$ cat config.mk
export PLATFORM = sky130hd
export DESIGN_NAME = chip_power_mode_controller
export DESIGN_NICKNAME = d
export VERILOG_FILES = /design/src/logic/power_mode_pkg.sv /design/src/logic/wake_reset_timer.sv /design/src/logic/chip_power_mode_controller.sv
export SDC_FILE = /design/constraint.sdc
export NUM_CORES = 1
export LEC_CHECK = 0
export ABC_AREA = 1
export BUFFER_PORTS_ARGS = -buffer_cell sky130_fd_sc_hd__buf_4
export CORE_UTILIZATION = 45
export DETAILED_ROUTE_END_ITERATION = 10
export GPL_TIMING_DRIVEN = 0
export PLACE_DENSITY = 0.66
export SYNTH_ARGS = -nofsm -noshare
export SYNTH_HDL_FRONTEND = slang
export SYNTH_SLANG_ARGS = --single-unit
$ cat constraint.sdc
create_clock -name clk_sys -period 2.43 [get_ports clk_sys]
set_input_delay 0.243 -clock clk_sys [delete_from_list [all_inputs] [get_ports clk_sys]]
set_output_delay 0.243 -clock clk_sys [all_outputs]
set_load 0.02 [all_outputs]
$ cat src/logic/power_mode_pkg.sv
// Constants, types and state encodings of the chip power mode controller
// ----------------------------------------------------------------------
// Notes on behaviour
// [RULE1] Reset leaves chip in normal run, regulator on
// [RULE2] Wait-for-interrupt instruction enters every wait or stop
// [RULE3] Each run mode has wait and stop
// [RULE4] Pin states held in every mode
// [RULE5] Normal wait: core sleeps, any interrupt wakes
// [RULE6] Normal stop: clocks stop, detection on, async wake
// [RULE7] Very low power run: 1 MHz flash, 2 MHz clock
// [RULE8] Very low power wait: core sleeps, interrupt wakes
// [RULE9] Very low power stop: fast clock off, async wake
// [RULE10] Low leakage stop: wakeup unit interrupt resumes run
// [RULE11] Software keeps wakeup unit interrupt unmasked
// [RULE12] Level 3: both SRAM kept, wake by reset
// [RULE13] Level 2: lower SRAM off, upper partial
// [RULE14] Level 1: SRAM off, register files kept
// [RULE15] Battery only: needs full power-up sequence
// [RULE16] Wakeup reset keeps wakeup unit flag set
// [RULE17] Stop selection latched at instruction time
// ----------------------------------------------------------------------
package power_mode_pkg;

   // ----------------------------------------------------------------
   // Stop selection codes
   // ----------------------------------------------------------------
   localparam logic [2:0] SEL_NORMAL_STOP  = 3'h0;
   localparam logic [2:0] SEL_LOW_LEAKAGE  = 3'h1;
   localparam logic [2:0] SEL_VERY_LOW_LEAKAGE_STOP_LEVEL3        = 3'h2;
   localparam logic [2:0] SEL_VERY_LOW_LEAKAGE_STOP_LEVEL2        = 3'h3;
   localparam logic [2:0] SEL_VERY_LOW_LEAKAGE_STOP_LEVEL1        = 3'h4;
   localparam logic [2:0] SEL_BATTERY_ONLY = 3'h5;

   // ----------------------------------------------------------------
   // Timing
   // ----------------------------------------------------------------
   localparam int CLK_HZ             = 25_000_000;
   localparam int FLASH_LOW_HZ       = 1_000_000;
   localparam int SLOW_OSC_HZ        = 2_000_000;
   localparam int FLASH_DIV_CYCLES   = CLK_HZ / FLASH_LOW_HZ;
   localparam int SLOW_DIV_CYCLES    = CLK_HZ / SLOW_OSC_HZ;
   localparam int WAKE_RESET_CYCLES  = 16;
   localparam int REG_FILE_BYTES     = 32;

   typedef enum logic [10:0] {
      ST_RUN        = 11'h001,
      ST_WAIT       = 11'h002,
      ST_STOP       = 11'h004,
      ST_VLP_RUN    = 11'h008,
      ST_VLP_WAIT   = 11'h010,
      ST_VLP_STOP   = 11'h020,
      ST_LLS        = 11'h040,
      ST_VERY_LOW_LEAKAGE_STOP_LEVEL3      = 11'h080,
      ST_VERY_LOW_LEAKAGE_STOP_LEVEL2      = 11'h100,
      ST_VERY_LOW_LEAKAGE_STOP_LEVEL1      = 11'h200,
      ST_BATTERY    = 11'h400
   } power_state_t;

   typedef struct packed {
      logic request_wfi;
      logic sleep_deep;
      logic [2:0] stop_select;
      logic want_vlp_run;
   } core_request_t;

   typedef struct packed {
      logic regulator_on;
      logic regulator_low_power;
      logic core_clock_on;
      logic periph_clock_on;
      logic fast_clock_on;
      logic lvd_enable;
      logic nested_interrupt_controller_enable;
      logic async_wakeup_interrupt_controller_enable;
      logic low_leakage_wakeup_unit_enable;
      logic flash_slow_mode;
      logic slow_clock_select;
      logic sram_lower_on;
      logic sram_upper_full_on;
      logic sram_upper_part_on;
      logic reg_files_on;
      logic main_domain_on;
      logic io_hold;
   } power_controls_t;

endpackage

$ cat src/logic/wake_reset_timer.sv
// Pulse stretcher that forms the wake-up reset for the normal reset flow
module wake_reset_timer
   import power_mode_pkg::*;
#(
   parameter int LENGTH = WAKE_RESET_CYCLES
)(
   input  wire logic clk_sys,
   input  wire logic reset,
   input  wire logic start,
   output logic      reset_out
);

   logic [7:0] count_reg;
   logic [7:0] count_next;

   always_comb
   begin
      count_next = count_reg;
      if (start)
      begin
         count_next = 8'(LENGTH);
      end
      else if (count_reg != 8'h00)
      begin
         count_next = count_reg - 8'h01;
      end
   end

   always_ff @(posedge clk_sys)
   begin
      if (reset)
      begin
         count_reg <= 8'h00;
      end
      else
      begin
         count_reg <= count_next;
      end
   end

   assign reset_out = (count_reg != 8'h00);

endmodule

$ cat src/logic/chip_power_mode_controller.sv
// Chip power mode state machine with per-mode control outputs
module chip_power_mode_controller
   import power_mode_pkg::*;
(
   input  wire logic            clk_sys,
   input  wire logic            reset,
   input  wire core_request_t   core_req,
   input  wire logic            irq_pending,
   input  wire logic            async_wake_pin,
   input  wire logic            low_leakage_wakeup_unit_wake_pin,
   input  wire logic            power_up_pin,
   input  wire logic            low_leakage_wakeup_unit_flag_clear,
   output power_controls_t      controls,
   output power_state_t         mode,
   output logic                 wake_reset,
   output logic                 low_leakage_wakeup_unit_flag,
   output logic                 flash_clock_tick,
   output logic                 slow_clock_tick
);

   // ----------------------------------------------------------------
   // Pin synchronisers
   // ----------------------------------------------------------------
   logic [2:0] sync1_reg;
   logic [2:0] sync2_reg;
   logic       async_wake_s;
   logic       low_leakage_wakeup_unit_wake_s;
   logic       power_up_s;

   always_ff @(posedge clk_sys)
   begin
      if (reset)
      begin
         sync1_reg <= 3'h0;
         sync2_reg <= 3'h0;
      end
      else
      begin
         sync1_reg <= {power_up_pin, low_leakage_wakeup_unit_wake_pin, async_wake_pin};
         sync2_reg <= sync1_reg;
      end
   end

   assign async_wake_s = sync2_reg[0];
   assign low_leakage_wakeup_unit_wake_s  = sync2_reg[1];
   assign power_up_s   = sync2_reg[2];

   // ----------------------------------------------------------------
   // Mode state machine
   // ----------------------------------------------------------------
   power_state_t    state_reg;
   power_state_t    state_next;
   logic            flag_reg;
   logic            flag_next;
   logic            wake_start;
   logic            wake_rst;

   function automatic power_state_t deep_target(input logic [2:0] sel);
      case (sel)
         SEL_LOW_LEAKAGE:  deep_target = ST_LLS;
         SEL_VERY_LOW_LEAKAGE_STOP_LEVEL3:        deep_target = ST_VERY_LOW_LEAKAGE_STOP_LEVEL3;
         SEL_VERY_LOW_LEAKAGE_STOP_LEVEL2:        deep_target = ST_VERY_LOW_LEAKAGE_STOP_LEVEL2;
         SEL_VERY_LOW_LEAKAGE_STOP_LEVEL1:        deep_target = ST_VERY_LOW_LEAKAGE_STOP_LEVEL1;
         SEL_BATTERY_ONLY: deep_target = ST_BATTERY;
         default:          deep_target = ST_STOP;
      endcase
   endfunction

   always_comb
   begin
      state_next = state_reg;
      wake_start = 1'b0;
      flag_next  = flag_reg;
      if (low_leakage_wakeup_unit_flag_clear)
      begin
         flag_next = 1'b0;
      end
      case (state_reg)
         ST_RUN:
         begin
            if (core_req.request_wfi)                  // [RULE2] [RULE17]
            begin
               if (!core_req.sleep_deep)
               begin
                  state_next = ST_WAIT;                        // [RULE3]
               end
               else
               begin
                  state_next = deep_target(core_req.stop_select);
               end
            end
            else if (core_req.want_vlp_run)
            begin
               state_next = ST_VLP_RUN;
            end
         end
         ST_VLP_RUN:
         begin
            if (core_req.request_wfi)                  // [RULE2] [RULE17]
            begin
               if (!core_req.sleep_deep)
               begin
                  state_next = ST_VLP_WAIT;                    // [RULE3]
               end
               else if (core_req.stop_select == SEL_NORMAL_STOP)
               begin
                  state_next = ST_VLP_STOP;
               end
               else
               begin
                  state_next = deep_target(core_req.stop_select);
               end
            end
            else if (!core_req.want_vlp_run)
            begin
               state_next = ST_RUN;
            end
         end
         ST_WAIT:
         begin
            if (irq_pending)                                   // [RULE5]
            begin
               state_next = ST_RUN;
            end
         end
         ST_VLP_WAIT:
         begin
            if (irq_pending)                                   // [RULE8]
            begin
               state_next = ST_VLP_RUN;
            end
         end
         ST_STOP:
         begin
            if (async_wake_s)                                  // [RULE6]
            begin
               state_next = ST_RUN;
            end
         end
         ST_VLP_STOP:
         begin
            if (async_wake_s)                                  // [RULE9]
            begin
               state_next = ST_VLP_RUN;
            end
         end
         ST_LLS:
         begin
            if (low_leakage_wakeup_unit_wake_s)                                   // [RULE10]
            begin
               flag_next  = 1'b1;
               state_next = ST_RUN;
            end
         end
         ST_VERY_LOW_LEAKAGE_STOP_LEVEL3, ST_VERY_LOW_LEAKAGE_STOP_LEVEL2, ST_VERY_LOW_LEAKAGE_STOP_LEVEL1:
         begin
            if (low_leakage_wakeup_unit_wake_s)                             // [RULE12] [RULE13]
            begin
               flag_next  = 1'b1;                              // [RULE16]
               wake_start = 1'b1;                              // [RULE14]
               state_next = ST_RUN;
            end
         end
         ST_BATTERY:
         begin
            if (power_up_s)                                    // [RULE15]
            begin
               flag_next  = 1'b0;
               wake_start = 1'b1;
               state_next = ST_RUN;
            end
         end
         default:
         begin
            state_next = ST_RUN;
         end
      endcase
      // A low leakage wakeup that lands with a clear keeps the flag set
      if (wake_start && state_reg != ST_BATTERY)
      begin
         flag_next = 1'b1;
      end
   end

   always_ff @(posedge clk_sys)
   begin
      if (reset)
      begin
         state_reg <= ST_RUN;                                  // [RULE1]
         flag_reg  <= 1'b0;
      end
      else
      begin
         state_reg <= state_next;
         flag_reg  <= flag_next;
      end
   end

   wake_reset_timer #(
      .LENGTH    (WAKE_RESET_CYCLES)
   ) u_wake_reset (
      .clk_sys   (clk_sys),
      .reset     (reset),
      .start     (wake_start),
      .reset_out (wake_rst)
   );

   // ----------------------------------------------------------------
   // Reduced rate clock ticks for very low power run
   // ----------------------------------------------------------------
   logic [4:0] flash_cnt_reg;
   logic [4:0] flash_cnt_next;
   logic [3:0] slow_cnt_reg;
   logic [3:0] slow_cnt_next;
   logic       vlp_active;

   assign vlp_active = (state_reg == ST_VLP_RUN) ||
                       (state_reg == ST_VLP_WAIT);

   always_comb
   begin
      flash_cnt_next = 5'h00;
      slow_cnt_next  = 4'h0;
      if (vlp_active)                                          // [RULE7]
      begin
         flash_cnt_next = (flash_cnt_reg == 5'(FLASH_DIV_CYCLES - 1)) ?
                          5'h00 : flash_cnt_reg + 5'h01;
         slow_cnt_next  = (slow_cnt_reg == 4'(SLOW_DIV_CYCLES - 1)) ?
                          4'h0 : slow_cnt_reg + 4'h1;
      end
   end

   always_ff @(posedge clk_sys)
   begin
      if (reset)
      begin
         flash_cnt_reg <= 5'h00;
         slow_cnt_reg  <= 4'h0;
      end
      else
      begin
         flash_cnt_reg <= flash_cnt_next;
         slow_cnt_reg  <= slow_cnt_next;
      end
   end

   // ----------------------------------------------------------------
   // Registered control outputs
   // ----------------------------------------------------------------
   power_controls_t ctl_next;
   logic            flash_tick_next;
   logic            slow_tick_next;

   always_comb
   begin
      ctl_next = '0;
      ctl_next.io_hold = 1'b1;                                 // [RULE4]
      flash_tick_next = vlp_active && (flash_cnt_reg == 5'h00);
      slow_tick_next  = vlp_active && (slow_cnt_reg == 4'h0);
      case (state_next)
         ST_RUN, ST_WAIT, ST_STOP:
         begin
            ctl_next.regulator_on       = 1'b1;
            ctl_next.lvd_enable         = 1'b1;
            ctl_next.core_clock_on      = (state_next == ST_RUN);
            ctl_next.periph_clock_on    = (state_next != ST_STOP);
            ctl_next.fast_clock_on      = (state_next != ST_STOP);
            ctl_next.nested_interrupt_controller_enable        = (state_next != ST_STOP);
            ctl_next.async_wakeup_interrupt_controller_enable        = (state_next == ST_STOP);
         end
         ST_VLP_RUN, ST_VLP_WAIT, ST_VLP_STOP:
         begin
            ctl_next.regulator_low_power = 1'b1;
            ctl_next.flash_slow_mode     = 1'b1;
            ctl_next.slow_clock_select   = 1'b1;
            ctl_next.core_clock_on       = (state_next == ST_VLP_RUN);
            ctl_next.periph_clock_on     = (state_next != ST_VLP_STOP);
            ctl_next.fast_clock_on       = (state_next != ST_VLP_STOP);
            ctl_next.nested_interrupt_controller_enable         = (state_next != ST_VLP_STOP);
            ctl_next.async_wakeup_interrupt_controller_enable         = (state_next == ST_VLP_STOP);
         end
         ST_LLS, ST_VERY_LOW_LEAKAGE_STOP_LEVEL3, ST_VERY_LOW_LEAKAGE_STOP_LEVEL2, ST_VERY_LOW_LEAKAGE_STOP_LEVEL1:
         begin
            ctl_next.regulator_low_power = 1'b1;
            ctl_next.low_leakage_wakeup_unit_enable         = 1'b1;
         end
         default:
         begin
         end
      endcase
      // SRAM and domain power, low leakage levels peel away in order
      ctl_next.main_domain_on = (state_next != ST_BATTERY);
      ctl_next.sram_lower_on  = (state_next != ST_VERY_LOW_LEAKAGE_STOP_LEVEL2) &&
                                (state_next != ST_VERY_LOW_LEAKAGE_STOP_LEVEL1) &&
                                (state_next != ST_BATTERY);
      ctl_next.sram_upper_full_on = ctl_next.sram_lower_on;
      ctl_next.sram_upper_part_on = ctl_next.sram_lower_on ||
                                    (state_next == ST_VERY_LOW_LEAKAGE_STOP_LEVEL2);
      ctl_next.reg_files_on   = (state_next != ST_BATTERY);
   end

   always_ff @(posedge clk_sys)
   begin
      if (reset)
      begin
         controls         <= '0;
         controls.regulator_on  <= 1'b1;                       // [RULE1]
         controls.core_clock_on <= 1'b1;
         controls.periph_clock_on <= 1'b1;
         controls.fast_clock_on <= 1'b1;
         controls.lvd_enable    <= 1'b1;
         controls.nested_interrupt_controller_enable   <= 1'b1;
         controls.sram_lower_on <= 1'b1;
         controls.sram_upper_full_on <= 1'b1;
         controls.sram_upper_part_on <= 1'b1;
         controls.reg_files_on  <= 1'b1;
         controls.main_domain_on <= 1'b1;
         controls.io_hold       <= 1'b1;
         mode             <= ST_RUN;
         wake_reset       <= 1'b0;
         low_leakage_wakeup_unit_flag        <= 1'b0;
         flash_clock_tick <= 1'b0;
         slow_clock_tick  <= 1'b0;
      end
      else
      begin
         controls         <= ctl_next;
         mode             <= state_reg;
         wake_reset       <= wake_rst;
         low_leakage_wakeup_unit_flag        <= flag_reg;
         flash_clock_tick <= flash_tick_next;
         slow_clock_tick  <= slow_tick_next;
      end
   end

endmodule

# == Word level (Yosys, flattened, before mapping) ==
# Cells that the tools add are included.
# totals
ff_bits,64
latch_bits,0
romBits,0
mem_count,0
output_inout_bits,32
wordCells,117
ramBits,0
# op_classes
n_eq_ne,34
order_cmp,0
n_shift,0
muxes,31
bitwise,1
div,0
addsub,3
reduce_logical,21
n_mul,0
# op_table
operator,n
2-to-1 mux 11 bit,13
case mux 11 bit (8 select lines),1
case mux 11 bit (5 select lines),1
equality test 11 x 1 -> 1 bit (second input constant),2
equality test 11 x 10 -> 1 bit (second input constant),2
equality test 11 x 2 -> 1 bit (second input constant),2
equality test 11 x 3 -> 1 bit (second input constant),2
equality test 11 x 4 -> 1 bit (second input constant),2
equality test 11 x 5 -> 1 bit (second input constant),2
equality test 11 x 6 -> 1 bit (second input constant),2
equality test 11 x 7 -> 1 bit (second input constant),2
equality test 11 x 8 -> 1 bit (second input constant),2
equality test 11 x 9 -> 1 bit (second input constant),2
inequality test 11 bit (second input constant),2
OR reduction 3 bit,5
equality test 11 bit (second input constant),1
inequality test 11 x 10 -> 1 bit (second input constant),1
inequality test 11 x 3 -> 1 bit (second input constant),1
inequality test 11 x 6 -> 1 bit (second input constant),1
inequality test 11 x 9 -> 1 bit (second input constant),1
2-to-1 mux 5 bit,2
2-to-1 mux 1 bit,9
nonzero test 8 bit,1
OR reduction 4 bit,2
21 further kinds,29

# == Depth between registers and ports, before layout ==
# Gate-level depths: netlist of the first run.
# logic_depth
word_depth,10
mapped_depth,16
ltp_nobuf,15

# == By module ==
# Synthesis of the first run repeated with hierarchy kept, for this count alone.
# unflattened
hier_cells,403
hier_area_um2,2964.1
# by_module_without_submodules
module,area_each_um2,cells_per_inst,seq_area_each_um2,n_inst
chip_power_mode_controller,2503.7,341,1041.0,1
wake_reset_timer,460.4,62,160.2,1

# == Worst setup path after synthesis of the first run ==
# Ideal clock, no wire load.
# synth_timing
path_kind,register -> register
start,reg state_reg[9]
end,reg controls[4] (netlist name)
n_path_buf,1
t_arrival_ns,1.654
setup_time_ns,0.109
stages_incl_launch_ff,16
required_ns,2.321
path_slack_ns,0.667
cell_sequence,dfxtp_1 buf_6 nor2_4 nand2_8 nor2_4 nand2_1 nand2_1 nor2_1 nand3_2 nand2_2 nor2_4 nand3_2 nor2_2 nand2_1 nand2_1 inv_1
# synth_between
elab_chain_len,6
word_cells_on_any_way,28
cone_classes,14 x eq/ne; 11 x mux; 3 x reduce/logical
# synth_rtl
item,line_no,source
from (decl),chip_power_mode_controller.sv:51,power_state_t state_reg;
from (signal assigned),chip_power_mode_controller.sv:194,state_reg <= state_next;
equality test 11 x 8 -> 1 bit (tied with other cells),chip_power_mode_controller.sv:78,case (state_reg)
OR reduction 4 bit (no source line) (tied with other cells),n/a,
case mux 11 bit (8 select lines) *,chip_power_mode_controller.sv:78,
inequality test 11 x 9 -> 1 bit / inequality test 11 x 10 -> 1 bit (equally long branches),"chip_power_mode_controller.sv:293, chip_power_mode_controller.sv:294",
logical AND 1 bit,chip_power_mode_controller.sv:293,ctl_next.sram_lower_on = (state_next != ST_VERY_LOW_LEAKAGE_STOP_LEVEL2) &&
logical AND 1 bit *,chip_power_mode_controller.sv:294,(state_next != ST_VERY_LOW_LEAKAGE_STOP_LEVEL1) &&
to (signal assigned),chip_power_mode_controller.sv:327,controls <= ctl_next;
to (decl),chip_power_mode_controller.sv:13,"output power_controls_t controls,"
# Every way passes the cells marked *; elsewhere a longest branch is shown, timed or not.
# A chain may end at the register's enable or synchronous reset.

# == Final worst setup path of the first run ==
# layout_timing
start,reg state_reg[0]
end,reg controls[4] (netlist name)
# The elaborated chain is that of the path after synthesis.

==> results of run 1 <==
## per-layer routing
layer	up-vias	share of wire (%)
met3	11	6.4
met4	0	1.3
met5	-	0
met1	1426	47
met2	103	46
li1	1601	-
## per-stage QoR
step,area (sq um),utilization [%],hold WS (ps),setup slack [ps],instances
2_1_floorplan,3250,-,325,667,465
5_1_grt,3930,56.9,84.9,26.4,619
6_report,3930,56.9,88.6,178,619
4_1_cts,3930,56.9,83.9,220,619
3_3_place_gp,3700,53.5,393,261,604
3_5_place_dp,3700,53.5,400,240,604
## logic make-up after synthesis
| logic type | count (synthesis) | synth area share (%) |
|---|---|---|
| AND/OR/NAND/NOR | 246 | 36.4 |
| buffers and inverters | 85 | 10.9 |
| flip-flops | 60 | 36.9 |
| AO/OA/AOI/OAI | 58 | 10.8 |
| XOR/XNOR | 8 | 2.15 |
| adder cells (fa/ha/maj) | 7 | 2.69 |
| other | 1 | 0.115 |
## cell usage after synthesis
library cell	instances
sky130_fd_sc_hd__nand2_4	2
sky130_fd_sc_hd__nand3_1	37
sky130_fd_sc_hd__o311ai_0	1
sky130_fd_sc_hd__or3_1	1
sky130_fd_sc_hd__o31ai_1	2
sky130_fd_sc_hd__a21oi_1	23
sky130_fd_sc_hd__nand2_2	3
sky130_fd_sc_hd__or2_2	1
sky130_fd_sc_hd__a31oi_1	5
sky130_fd_sc_hd__o21ai_0	21
sky130_fd_sc_hd__nand2_1	80
sky130_fd_sc_hd__buf_4	7
sky130_fd_sc_hd__inv_2	1
sky130_fd_sc_hd__a21oi_2	1
sky130_fd_sc_hd__nor2_4	4
sky130_fd_sc_hd__and2_1	1
sky130_fd_sc_hd__a31o_2	1
sky130_fd_sc_hd__o31ai_4	1
sky130_fd_sc_hd__nor3b_1	1
sky130_fd_sc_hd__nand2_8	1
sky130_fd_sc_hd__ha_1	7
sky130_fd_sc_hd__clkbuf_1	7
sky130_fd_sc_hd__nand3b_1	2
sky130_fd_sc_hd__o2111ai_1	1
sky130_fd_sc_hd__xor2_1	6
sky130_fd_sc_hd__nor3_2	3
sky130_fd_sc_hd__xnor2_1	2
sky130_fd_sc_hd__conb_1	1
sky130_fd_sc_hd__nor2_1	79
sky130_fd_sc_hd__inv_1	68
sky130_fd_sc_hd__nor2_8	1
sky130_fd_sc_hd__nand4_1	12
sky130_fd_sc_hd__a21oi_4	1
sky130_fd_sc_hd__nor3_1	4
sky130_fd_sc_hd__buf_6	1
sky130_fd_sc_hd__nor2_2	5
sky130_fd_sc_hd__nand3_2	6
sky130_fd_sc_hd__dfxtp_1	60
sky130_fd_sc_hd__inv_4	1
sky130_fd_sc_hd__nor4_1	3
sky130_fd_sc_hd__o31ai_2	1
## critical path, stage by stage (launching register included)
cell	delay (ps)
sky130_fd_sc_hd__dfxtp_1	330
sky130_fd_sc_hd__nor2_2	230
sky130_fd_sc_hd__nand2_2	170
sky130_fd_sc_hd__nor2_2	210
sky130_fd_sc_hd__nand2_1	170
sky130_fd_sc_hd__nor2_1	270
sky130_fd_sc_hd__a21oi_1	110
sky130_fd_sc_hd__nand2_2	130
sky130_fd_sc_hd__nand2_1	60
sky130_fd_sc_hd__nand2_1	80
sky130_fd_sc_hd__inv_1	60
sky130_fd_sc_hd__a21oi_1	120
sky130_fd_sc_hd__nand2_1	100
sky130_fd_sc_hd__nand2_1	70
sky130_fd_sc_hd__inv_1	40
## power by group through the flow
| stage | clock (mW) | sequential (mW) | combinational [mW] |
|---|---|---|---|
| floorplan | 0 | 1.20 | 0.636 |
| global placement | 0 | 1.18 | 0.883 |
| detailed placement | 0 | 1.18 | 0.893 |
| CTS | 1.07 | 1.16 | 0.899 |
| global route | 1.12 | 1.17 | 1.00 |
| finish | 1.05 | 1.16 | 0.896 |
## cell type report
class                           instances  area (sq um)
Fill cell                             700          2980
Multi-Input combinational cell        320          1700
Sequential cell                        60          1200
Timing Repair Buffer                   43           323
Inverter                               70           265
Clock buffer                           12           165
Tap cell                               96           120
Buffer                                 15          90.1
Clock inverter                          3          68.8
## worst paths after layout
kind,to,cells after the start,start
setup / recovery,controls[4]$_SDFF_PP1_,14,state_reg[0]$_SDFF_PP1_
hold / removal,state_reg[10]$_SDFF_PP0_,2,reset
setup reg to reg,controls[4]$_SDFF_PP1_,14,state_reg[0]$_SDFF_PP1_
hold reg to reg,sync2_reg[2]$_SDFF_PP0_,2,sync1_reg[2]$_SDFF_PP0_
## cells in the final DEF, fill, tap and decap left out, types with 5 or more instances in the layout
master                     Yosys  layout
sky130_fd_sc_hd__nand4_1      12      12
sky130_fd_sc_hd__ha_1          7       7
sky130_fd_sc_hd__inv_1        68      68
sky130_fd_sc_hd__nor2_2        5       5
sky130_fd_sc_hd__clkbuf_1      7       7
sky130_fd_sc_hd__dfxtp_1      60      60
sky130_fd_sc_hd__nor2_1       79      79
sky130_fd_sc_hd__nand3_2       6       6
sky130_fd_sc_hd__nand2_1      80      80
sky130_fd_sc_hd__buf_4         7      50
sky130_fd_sc_hd__nand3_1      37      37
sky130_fd_sc_hd__a21oi_1      23      23
sky130_fd_sc_hd__xor2_1        6       6
sky130_fd_sc_hd__clkbuf_8      0      12
sky130_fd_sc_hd__o21ai_0      21      21
sky130_fd_sc_hd__a31oi_1       5       5
==> flow_summary.html, run 1 <==
<table>
<tr><th>Metric</th><th>Value</th></tr>
<tr><th colspan="2">Synthesis</th></tr>
<tr><td>Largest cells by area after synthesis</td><td>sky130_fd_sc_hd__dfxtp_1, sky130_fd_sc_hd__nand2_1, sky130_fd_sc_hd__nor2_1</td></tr>
<tr><td>Cell Area, Synth</td><td>0.00325 sq mm</td></tr>
<tr><td>Largest area contributor in the synthesized netlist</td><td>sky130_fd_sc_hd__dfxtp_1</td></tr>
<tr><td>Per-instance average area after synthesis</td><td>7.00 sq um</td></tr>
<tr><td>Number of flip-flops and latches in the synthesized netlist</td><td>60</td></tr>
<tr><td>Yosys cell types</td><td>41</td></tr>
<tr><td>Synth top area share</td><td>36.9%</td></tr>
<tr><td>Synthesized netlist net count</td><td>485</td></tr>
<tr><td>Count of yosys warnings during synthesis</td><td>0</td></tr>
<tr><td>Sequential element share of the synthesized area</td><td>36.9%</td></tr>
<tr><td>Cell count after synthesis</td><td>465</td></tr>
<tr><th colspan="2">Hold path</th></tr>
<tr><td>Hold crit path type</td><td>in2reg</td></tr>
<tr><th colspan="2">Power</th></tr>
<tr><td>Fraction of power spent switching nets</td><td>32.9%</td></tr>
<tr><td>Total Power Consumption</td><td>3.10 mW</td></tr>
<tr><td>Internal power</td><td>2.08 mW</td></tr>
<tr><td>P_leak</td><td>1.87 nW</td></tr>
<tr><td>Clock Power Share</td><td>33.8%</td></tr>
<tr><td>Power Dens Cells</td><td>789 mW/mm^2</td></tr>
<tr><td>Part of the total power dissipated in combinational logic</td><td>28.9%</td></tr>
<tr><td>Flop pwr share</td><td>37.3%</td></tr>
<tr><td>Power spent charging and discharging nets</td><td>1.02 mW</td></tr>
<tr><td>Peak supply drop</td><td>0.000484 V</td></tr>
<tr><th colspan="2">Global route</th></tr>
<tr><td>Maximum number of pins on one net before global-route repair</td><td>11</td></tr>
<tr><td>GR Util met1</td><td>30.0%</td></tr>
<tr><td>Most used routing layer</td><td>met2</td></tr>
<tr><td>Gr ovfl total</td><td>0</td></tr>
<tr><td>Met3 track demand over resource</td><td>4.27%</td></tr>
<tr><td>Via count of the first global-routing pass</td><td>2,852</td></tr>
<tr><td>GR met2 Demand/Resource</td><td>37.0%</td></tr>
<tr><td>Wire length of the first global-routing pass</td><td>13.2 mm</td></tr>
<tr><td>Initial antenna violation count</td><td>0</td></tr>
<tr><td>Overall fraction of global-route tracks in use</td><td>22.8%</td></tr>
<tr><th colspan="2">Die</th></tr>
<tr><td>Die boundary height</td><td>87.0 um</td></tr>
<tr><td>Num ports</td><td>45</td></tr>
<tr><td>Die width</td><td>87.0 um</td></tr>
<tr><td>Floorplan die area</td><td>0.00758 sq mm</td></tr>
<tr><td>Std cell rows</td><td>30</td></tr>
<tr><td>Core region area</td><td>0.00691 sq mm</td></tr>
<tr><td>Initial standard-cell utilization of the core</td><td>47.1%</td></tr>
<tr><th colspan="2">CTS</th></tr>
<tr><td>Post-CTS Setup Bufs</td><td>0</td></tr>
<tr><td>Worst skew pair latency</td><td>330 ps</td></tr>
<tr><td># H-tree levels</td><td>3</td></tr>
<tr><td>Number of buffers created by CTS</td><td>9</td></tr>
<tr><td>Clock root buffer master</td><td>sky130_fd_sc_hd__clkbuf_8</td></tr>
<tr><td>Post-CTS clock slew at the launch and capture registers of the worst setup and hold paths</td><td>70 ps</td></tr>
<tr><td>CTS tree</td><td>done</td></tr>
<tr><td>Clk sinks</td><td>60</td></tr>
<tr><td>Number of hold buffers added after CTS</td><td>0</td></tr>
<tr><td>Maximum buffer depth of the clock tree</td><td>2</td></tr>
<tr><td>Number of cells upsized or downsized after cts</td><td>0</td></tr>
<tr><th colspan="2">Placed design</th></tr>
<tr><td>Final Wtd Congestion</td><td>0.953</td></tr>
<tr><td>Detailed Place HPWL</td><td>6.36 mm</td></tr>
<tr><td>Buffers on Ports</td><td>43</td></tr>
<tr><th colspan="2">Status</th></tr>
<tr><td>Result of the run</td><td>finished clean</td></tr>
<tr><th colspan="2">Route</th></tr>
<tr><td>Number of DRC markers in iteration 0</td><td>218</td></tr>
<tr><td>Count of TritonRoute iterations in the first routing pass</td><td>5</td></tr>
<tr><td># DRC</td><td>0</td></tr>
<tr><td>Total routed wirelength</td><td>8.13 mm</td></tr>
<tr><td>Number of antenna-violating nets in the routed design</td><td>0</td></tr>
<tr><td>WL/cell</td><td>13.1 um</td></tr>
<tr><td>Number of vias after detailed routing</td><td>3,141</td></tr>
<tr><td>Vias per Instance</td><td>5.07</td></tr>
<tr><th colspan="2">STA</th></tr>
<tr><td>Minimum clock period after layout</td><td>2250 ps</td></tr>
<tr><td>Transition time of the tightest slew-check pin</td><td>566 ps</td></tr>
<tr><td>Highest achievable clock rate</td><td>444 MHz</td></tr>
<tr><td>Final count of negative-setup-slack endpoints</td><td>0</td></tr>
<tr><td>Max_slew headroom</td><td>61.9%</td></tr>
<tr><td>Unrepaired setup endpoints after global routing</td><td>false</td></tr>
<tr><td>Sum of negative setup slack</td><td>0 ps</td></tr>
<tr><td>Final Hold Vio Count</td><td>0</td></tr>
<tr><td>Number of slew-limit violations in the final report</td><td>0</td></tr>
<tr><td>Fraction of the cycle the final worst path needs</td><td>92.7%</td></tr>
<tr><td>Setup Skew</td><td>7.57 ps</td></tr>
<tr><th colspan="2">Setup path</th></tr>
<tr><td>Worst path arrival time</td><td>2490 ps</td></tr>
<tr><td>Required time of the critical path</td><td>2670 ps</td></tr>
<tr><td>Worst-case register-to-register setup slack</td><td>180 ps</td></tr>
<tr><td>Kind of critical path</td><td>reg2reg</td></tr>
<tr><td>Critical Path Start Type</td><td>register</td></tr>
<tr><td>Peak fanout along the critical path</td><td>5</td></tr>
<tr><td>CP Capture Type</td><td>register</td></tr>
<tr><th colspan="2">Cells and area</th></tr>
<tr><td>Final-stage net count</td><td>539</td></tr>
<tr><td>Ant. Diodes</td><td>0</td></tr>
<tr><td>Area added between synthesis and finish</td><td>20.8%</td></tr>
<tr><td>Share of post-route cells with drive strength above 1</td><td>18.9%</td></tr>
<tr><th colspan="2">Job</th></tr>
<tr><td>Max-cap viol count</td><td>0</td></tr>
</table>
(Power assumes the default switching activity.)
==> run 2, diff against run 1 <==
--- a/config.mk
+++ b/config.mk
@@ -7,10 +7,11 @@
 export LEC_CHECK = 0
 export ABC_AREA = 1
 export BUFFER_PORTS_ARGS = -buffer_cell sky130_fd_sc_hd__buf_4
-export CORE_UTILIZATION = 45
+export CORE_UTILIZATION = 50
 export DETAILED_ROUTE_END_ITERATION = 10
 export GPL_TIMING_DRIVEN = 0
-export PLACE_DENSITY = 0.66
+export PLACE_DENSITY = 0.72
+export RECOVER_POWER = 50
 export SYNTH_ARGS = -nofsm -noshare
 export SYNTH_HDL_FRONTEND = slang
 export SYNTH_SLANG_ARGS = --single-unit
==> flow_summary.html, run 2 (synthesis gave the netlist of run 1 again) <==
<table>
<tr><th>Metric</th><th>Value</th></tr>
<tr><th colspan="2">Placed design</th></tr>
<tr><td>Detailed Place HPWL</td><td>6.07 mm</td></tr>
<tr><td>Setup slack at placement</td><td>265 ps</td></tr>
<tr><td>Placed cell area</td><td>0.00367 sq mm</td></tr>
<tr><td>Final Wtd Congestion</td><td>0.954</td></tr>
<tr><td>Buffers on Ports</td><td>43</td></tr>
<tr><th colspan="2">Die</th></tr>
<tr><td>Die boundary height</td><td>82.7 um</td></tr>
<tr><td>Core region area</td><td>0.00631 sq mm</td></tr>
<tr><td>Num ports</td><td>45</td></tr>
<tr><td>Std cell rows</td><td>29</td></tr>
<tr><td>Floorplan die area</td><td>0.00684 sq mm</td></tr>
<tr><td>Die width</td><td>82.7 um</td></tr>
<tr><td>Initial standard-cell utilization of the core</td><td>51.5%</td></tr>
<tr><th colspan="2">Setup path</th></tr>
<tr><td>Kind of critical path</td><td>reg2reg</td></tr>
<tr><td>Startpoint of the most critical setup path</td><td>state_reg[10]$_SDFF_PP0_</td></tr>
<tr><td>Peak fanout along the critical path</td><td>9</td></tr>
<tr><td>RR Startpoint</td><td>state_reg[10]$_SDFF_PP0_</td></tr>
<tr><td>CP Capture Type</td><td>register</td></tr>
<tr><td>Required time of the critical path</td><td>2660 ps</td></tr>
<tr><td>Worst path arrival time</td><td>2440 ps</td></tr>
<tr><td>Critical Path Start Type</td><td>register</td></tr>
<tr><th colspan="2">Global route</th></tr>
<tr><td>Overall fraction of global-route tracks in use</td><td>25.1%</td></tr>
<tr><td>Via count of the first global-routing pass</td><td>2,784</td></tr>
<tr><td>Initial antenna violation count</td><td>0</td></tr>
<tr><td>Maximum number of pins on one net before global-route repair</td><td>12</td></tr>
<tr><td>Wire length of the first global-routing pass</td><td>12.7 mm</td></tr>
<tr><td>Gr ovfl total</td><td>0</td></tr>
<tr><th colspan="2">Cells and area</th></tr>
<tr><td>Area added between synthesis and finish</td><td>15.3%</td></tr>
<tr><td>Filler cells</td><td>631</td></tr>
<tr><td>Leading cell type in the layout, fill and taps excluded</td><td>sky130_fd_sc_hd__nand2_1</td></tr>
<tr><td>Commonest cells after routing, fill and taps aside</td><td>sky130_fd_sc_hd__nand2_1, sky130_fd_sc_hd__nor2_1, sky130_fd_sc_hd__inv_1, sky130_fd_sc_hd__dfxtp_1, sky130_fd_sc_hd__clkbuf_1</td></tr>
<tr><td>Final-stage net count</td><td>539</td></tr>
<tr><td>Ant. Diodes</td><td>0</td></tr>
<tr><td>Area of all placed cells without fillers</td><td>0.00375 sq mm</td></tr>
<tr><td>Share of post-route cells with drive strength above 1</td><td>13.2%</td></tr>
<tr><td>Util after Layout</td><td>59.4%</td></tr>
<tr><th colspan="2">Hold path</th></tr>
<tr><td>Hold path startpoint</td><td>async_wake_pin</td></tr>
<tr><td>Hold crit path type</td><td>in2reg</td></tr>
<tr><th colspan="2">STA</th></tr>
<tr><td>Number of slew-limit violations in the final report</td><td>0</td></tr>
<tr><td>Setup Skew</td><td>7.30 ps</td></tr>
<tr><td>Unrepaired setup endpoints after global routing</td><td>false</td></tr>
<tr><td>Max_slew headroom</td><td>64.2%</td></tr>
<tr><td>Final Hold Vio Count</td><td>0</td></tr>
<tr><td>Hold Slack</td><td>105 ps</td></tr>
<tr><td>Fraction of the cycle the final worst path needs</td><td>91.3%</td></tr>
<tr><td>Final count of negative-setup-slack endpoints</td><td>0</td></tr>
<tr><td>Highest achievable clock rate</td><td>451 MHz</td></tr>
<tr><td>Sum of negative setup slack</td><td>0 ps</td></tr>
<tr><td>Transition time of the tightest slew-check pin</td><td>532 ps</td></tr>
<tr><td>Minimum clock period after layout</td><td>2220 ps</td></tr>
<tr><td>Worst setup slack after layout</td><td>212 ps</td></tr>
<tr><th colspan="2">Power</th></tr>
<tr><td>Power Dens Cells</td><td>775 mW/mm^2</td></tr>
<tr><td>P_leak</td><td>1.73 nW</td></tr>
<tr><td>Peak supply drop</td><td>0.000553 V</td></tr>
<tr><th colspan="2">Route</th></tr>
<tr><td>Count of TritonRoute iterations in the first routing pass</td><td>5</td></tr>
<tr><td>Number of antenna-violating nets in the routed design</td><td>0</td></tr>
<tr><td>Vias per Instance</td><td>5.21</td></tr>
<tr><td>WL/cell</td><td>12.9 um</td></tr>
<tr><td># DRC</td><td>0</td></tr>
<tr><td>Total routed wirelength</td><td>7.78 mm</td></tr>
<tr><td>Number of vias after detailed routing</td><td>3,131</td></tr>
<tr><td>Met2 Wirelength</td><td>3.43 mm</td></tr>
<tr><td>Top Layer Used</td><td>met4</td></tr>
<tr><td>Routed met3 length</td><td>519 um</td></tr>
<tr><td>Routed metal-1 wirelength</td><td>3.61 mm</td></tr>
<tr><td>Number of DRC markers in iteration 0</td><td>353</td></tr>
<tr><th colspan="2">CTS</th></tr>
<tr><td>Clk sinks</td><td>60</td></tr>
<tr><td>Worst skew pair latency</td><td>340 ps</td></tr>
<tr><td>CTS tree</td><td>done</td></tr>
<tr><td>Maximum buffer depth of the clock tree</td><td>2</td></tr>
<tr><td># H-tree levels</td><td>3</td></tr>
<tr><td>Clock root buffer master</td><td>sky130_fd_sc_hd__clkbuf_8</td></tr>
<tr><td>Post-CTS Setup Bufs</td><td>0</td></tr>
<tr><td>Post-CTS clock slew at the launch and capture registers of the worst setup and hold paths</td><td>70 ps</td></tr>
<tr><td>Number of buffers created by CTS</td><td>9</td></tr>
<tr><th colspan="2">Status</th></tr>
<tr><td>Result of the run</td><td>finished clean</td></tr>
<tr><th colspan="2">Job</th></tr>
<tr><td>Max-cap viol count</td><td>0</td></tr>
</table>
-- run 2: cell count changes in the layout (fill, tap and decap cells not counted), moves of 2 or more --
cell and change:
sky130_fd_sc_hd__clkbuf_8 -3, sky130_fd_sc_hd__clkinv_2 +2, sky130_fd_sc_hd__clkbuf_1 +32, sky130_fd_sc_hd__clkinvlp_4 +2
sky130_fd_sc_hd__buf_4 -31
-- run 2: final timing paths --
path / endpoint / slack, ps / cells after the start
min reg2reg: sync2_reg[2]$_SDFF_PP0_ / 420 / 2
max: controls[15]$_SDFF_PP0_ / 210 / 10
max reg2reg: controls[15]$_SDFF_PP0_ / 210 / 10
min: sync1_reg[0]$_SDFF_PP0_ / 100 / 3
-- run 2: where the power goes --
part / leakage (nW) / internal (mW) / switching, mW / total [mW]
combinational: 1.15 / 0.301 / 0.567 / 0.867
clock: 0.0927 / 0.473 / 0.411 / 0.884
sequential: 0.489 / 1.09 / 0.0626 / 1.15
total: 1.73 / 1.87 / 1.04 / 2.91
-- run 2: area by class of cell --
| class | count | area, sq um | area share, % |
|---|---|---|---|
| buffer | 15 | 90.1 | 2.40 |
| clock buffer | 10 | 128 | 3.40 |
| clock inverter | 6 | 63.8 | 1.70 |
| inverter | 70 | 265 | 7.07 |
| multi-input combinational | 320 | 1700 | 45.3 |
| sequential | 60 | 1200 | 32.0 |
| tap | 77 | 96.3 | 2.57 |
| timing repair buffer | 43 | 206 | 5.50 |
-- run 2: worst max-delay path, stage by stage (launching register included) --
cell and delay (ps):
sky130_fd_sc_hd__dfxtp_1 340, sky130_fd_sc_hd__inv_1 300, sky130_fd_sc_hd__nand2_8 150, sky130_fd_sc_hd__nor3_2 470, sky130_fd_sc_hd__inv_2 110, sky130_fd_sc_hd__o31ai_2 250, sky130_fd_sc_hd__nor2_1 130, sky130_fd_sc_hd__nand3_2 120
sky130_fd_sc_hd__nor2_2 60, sky130_fd_sc_hd__nand2_1 100, sky130_fd_sc_hd__nand3_1 80
-- run 2: timing repair --
item / 4_1_cts / 5_1_grt
gates resized for setup: 0 / 1
endpoints found under the setup margin: 0 / 1
hold buffers: 0 / 0
-- run 2: layer usage --
| metal | up-vias | track usage [%] |
|---|---|---|
| li1 | 1592 | - |
| met3 | 19 | 5.27 |
| met2 | 120 | 38.7 |
| met4 | 0 | 12.8 |
| met5 | - | 0 |
| met1 | 1400 | 32.9 |
-- run 2: through the flow --
step                cells  total power [mW]
floorplan             465              1.84
global placement      585              2.06
detailed placement    585              2.07
CTS                   601              2.95
global route          601              3.11
finish                601              2.91
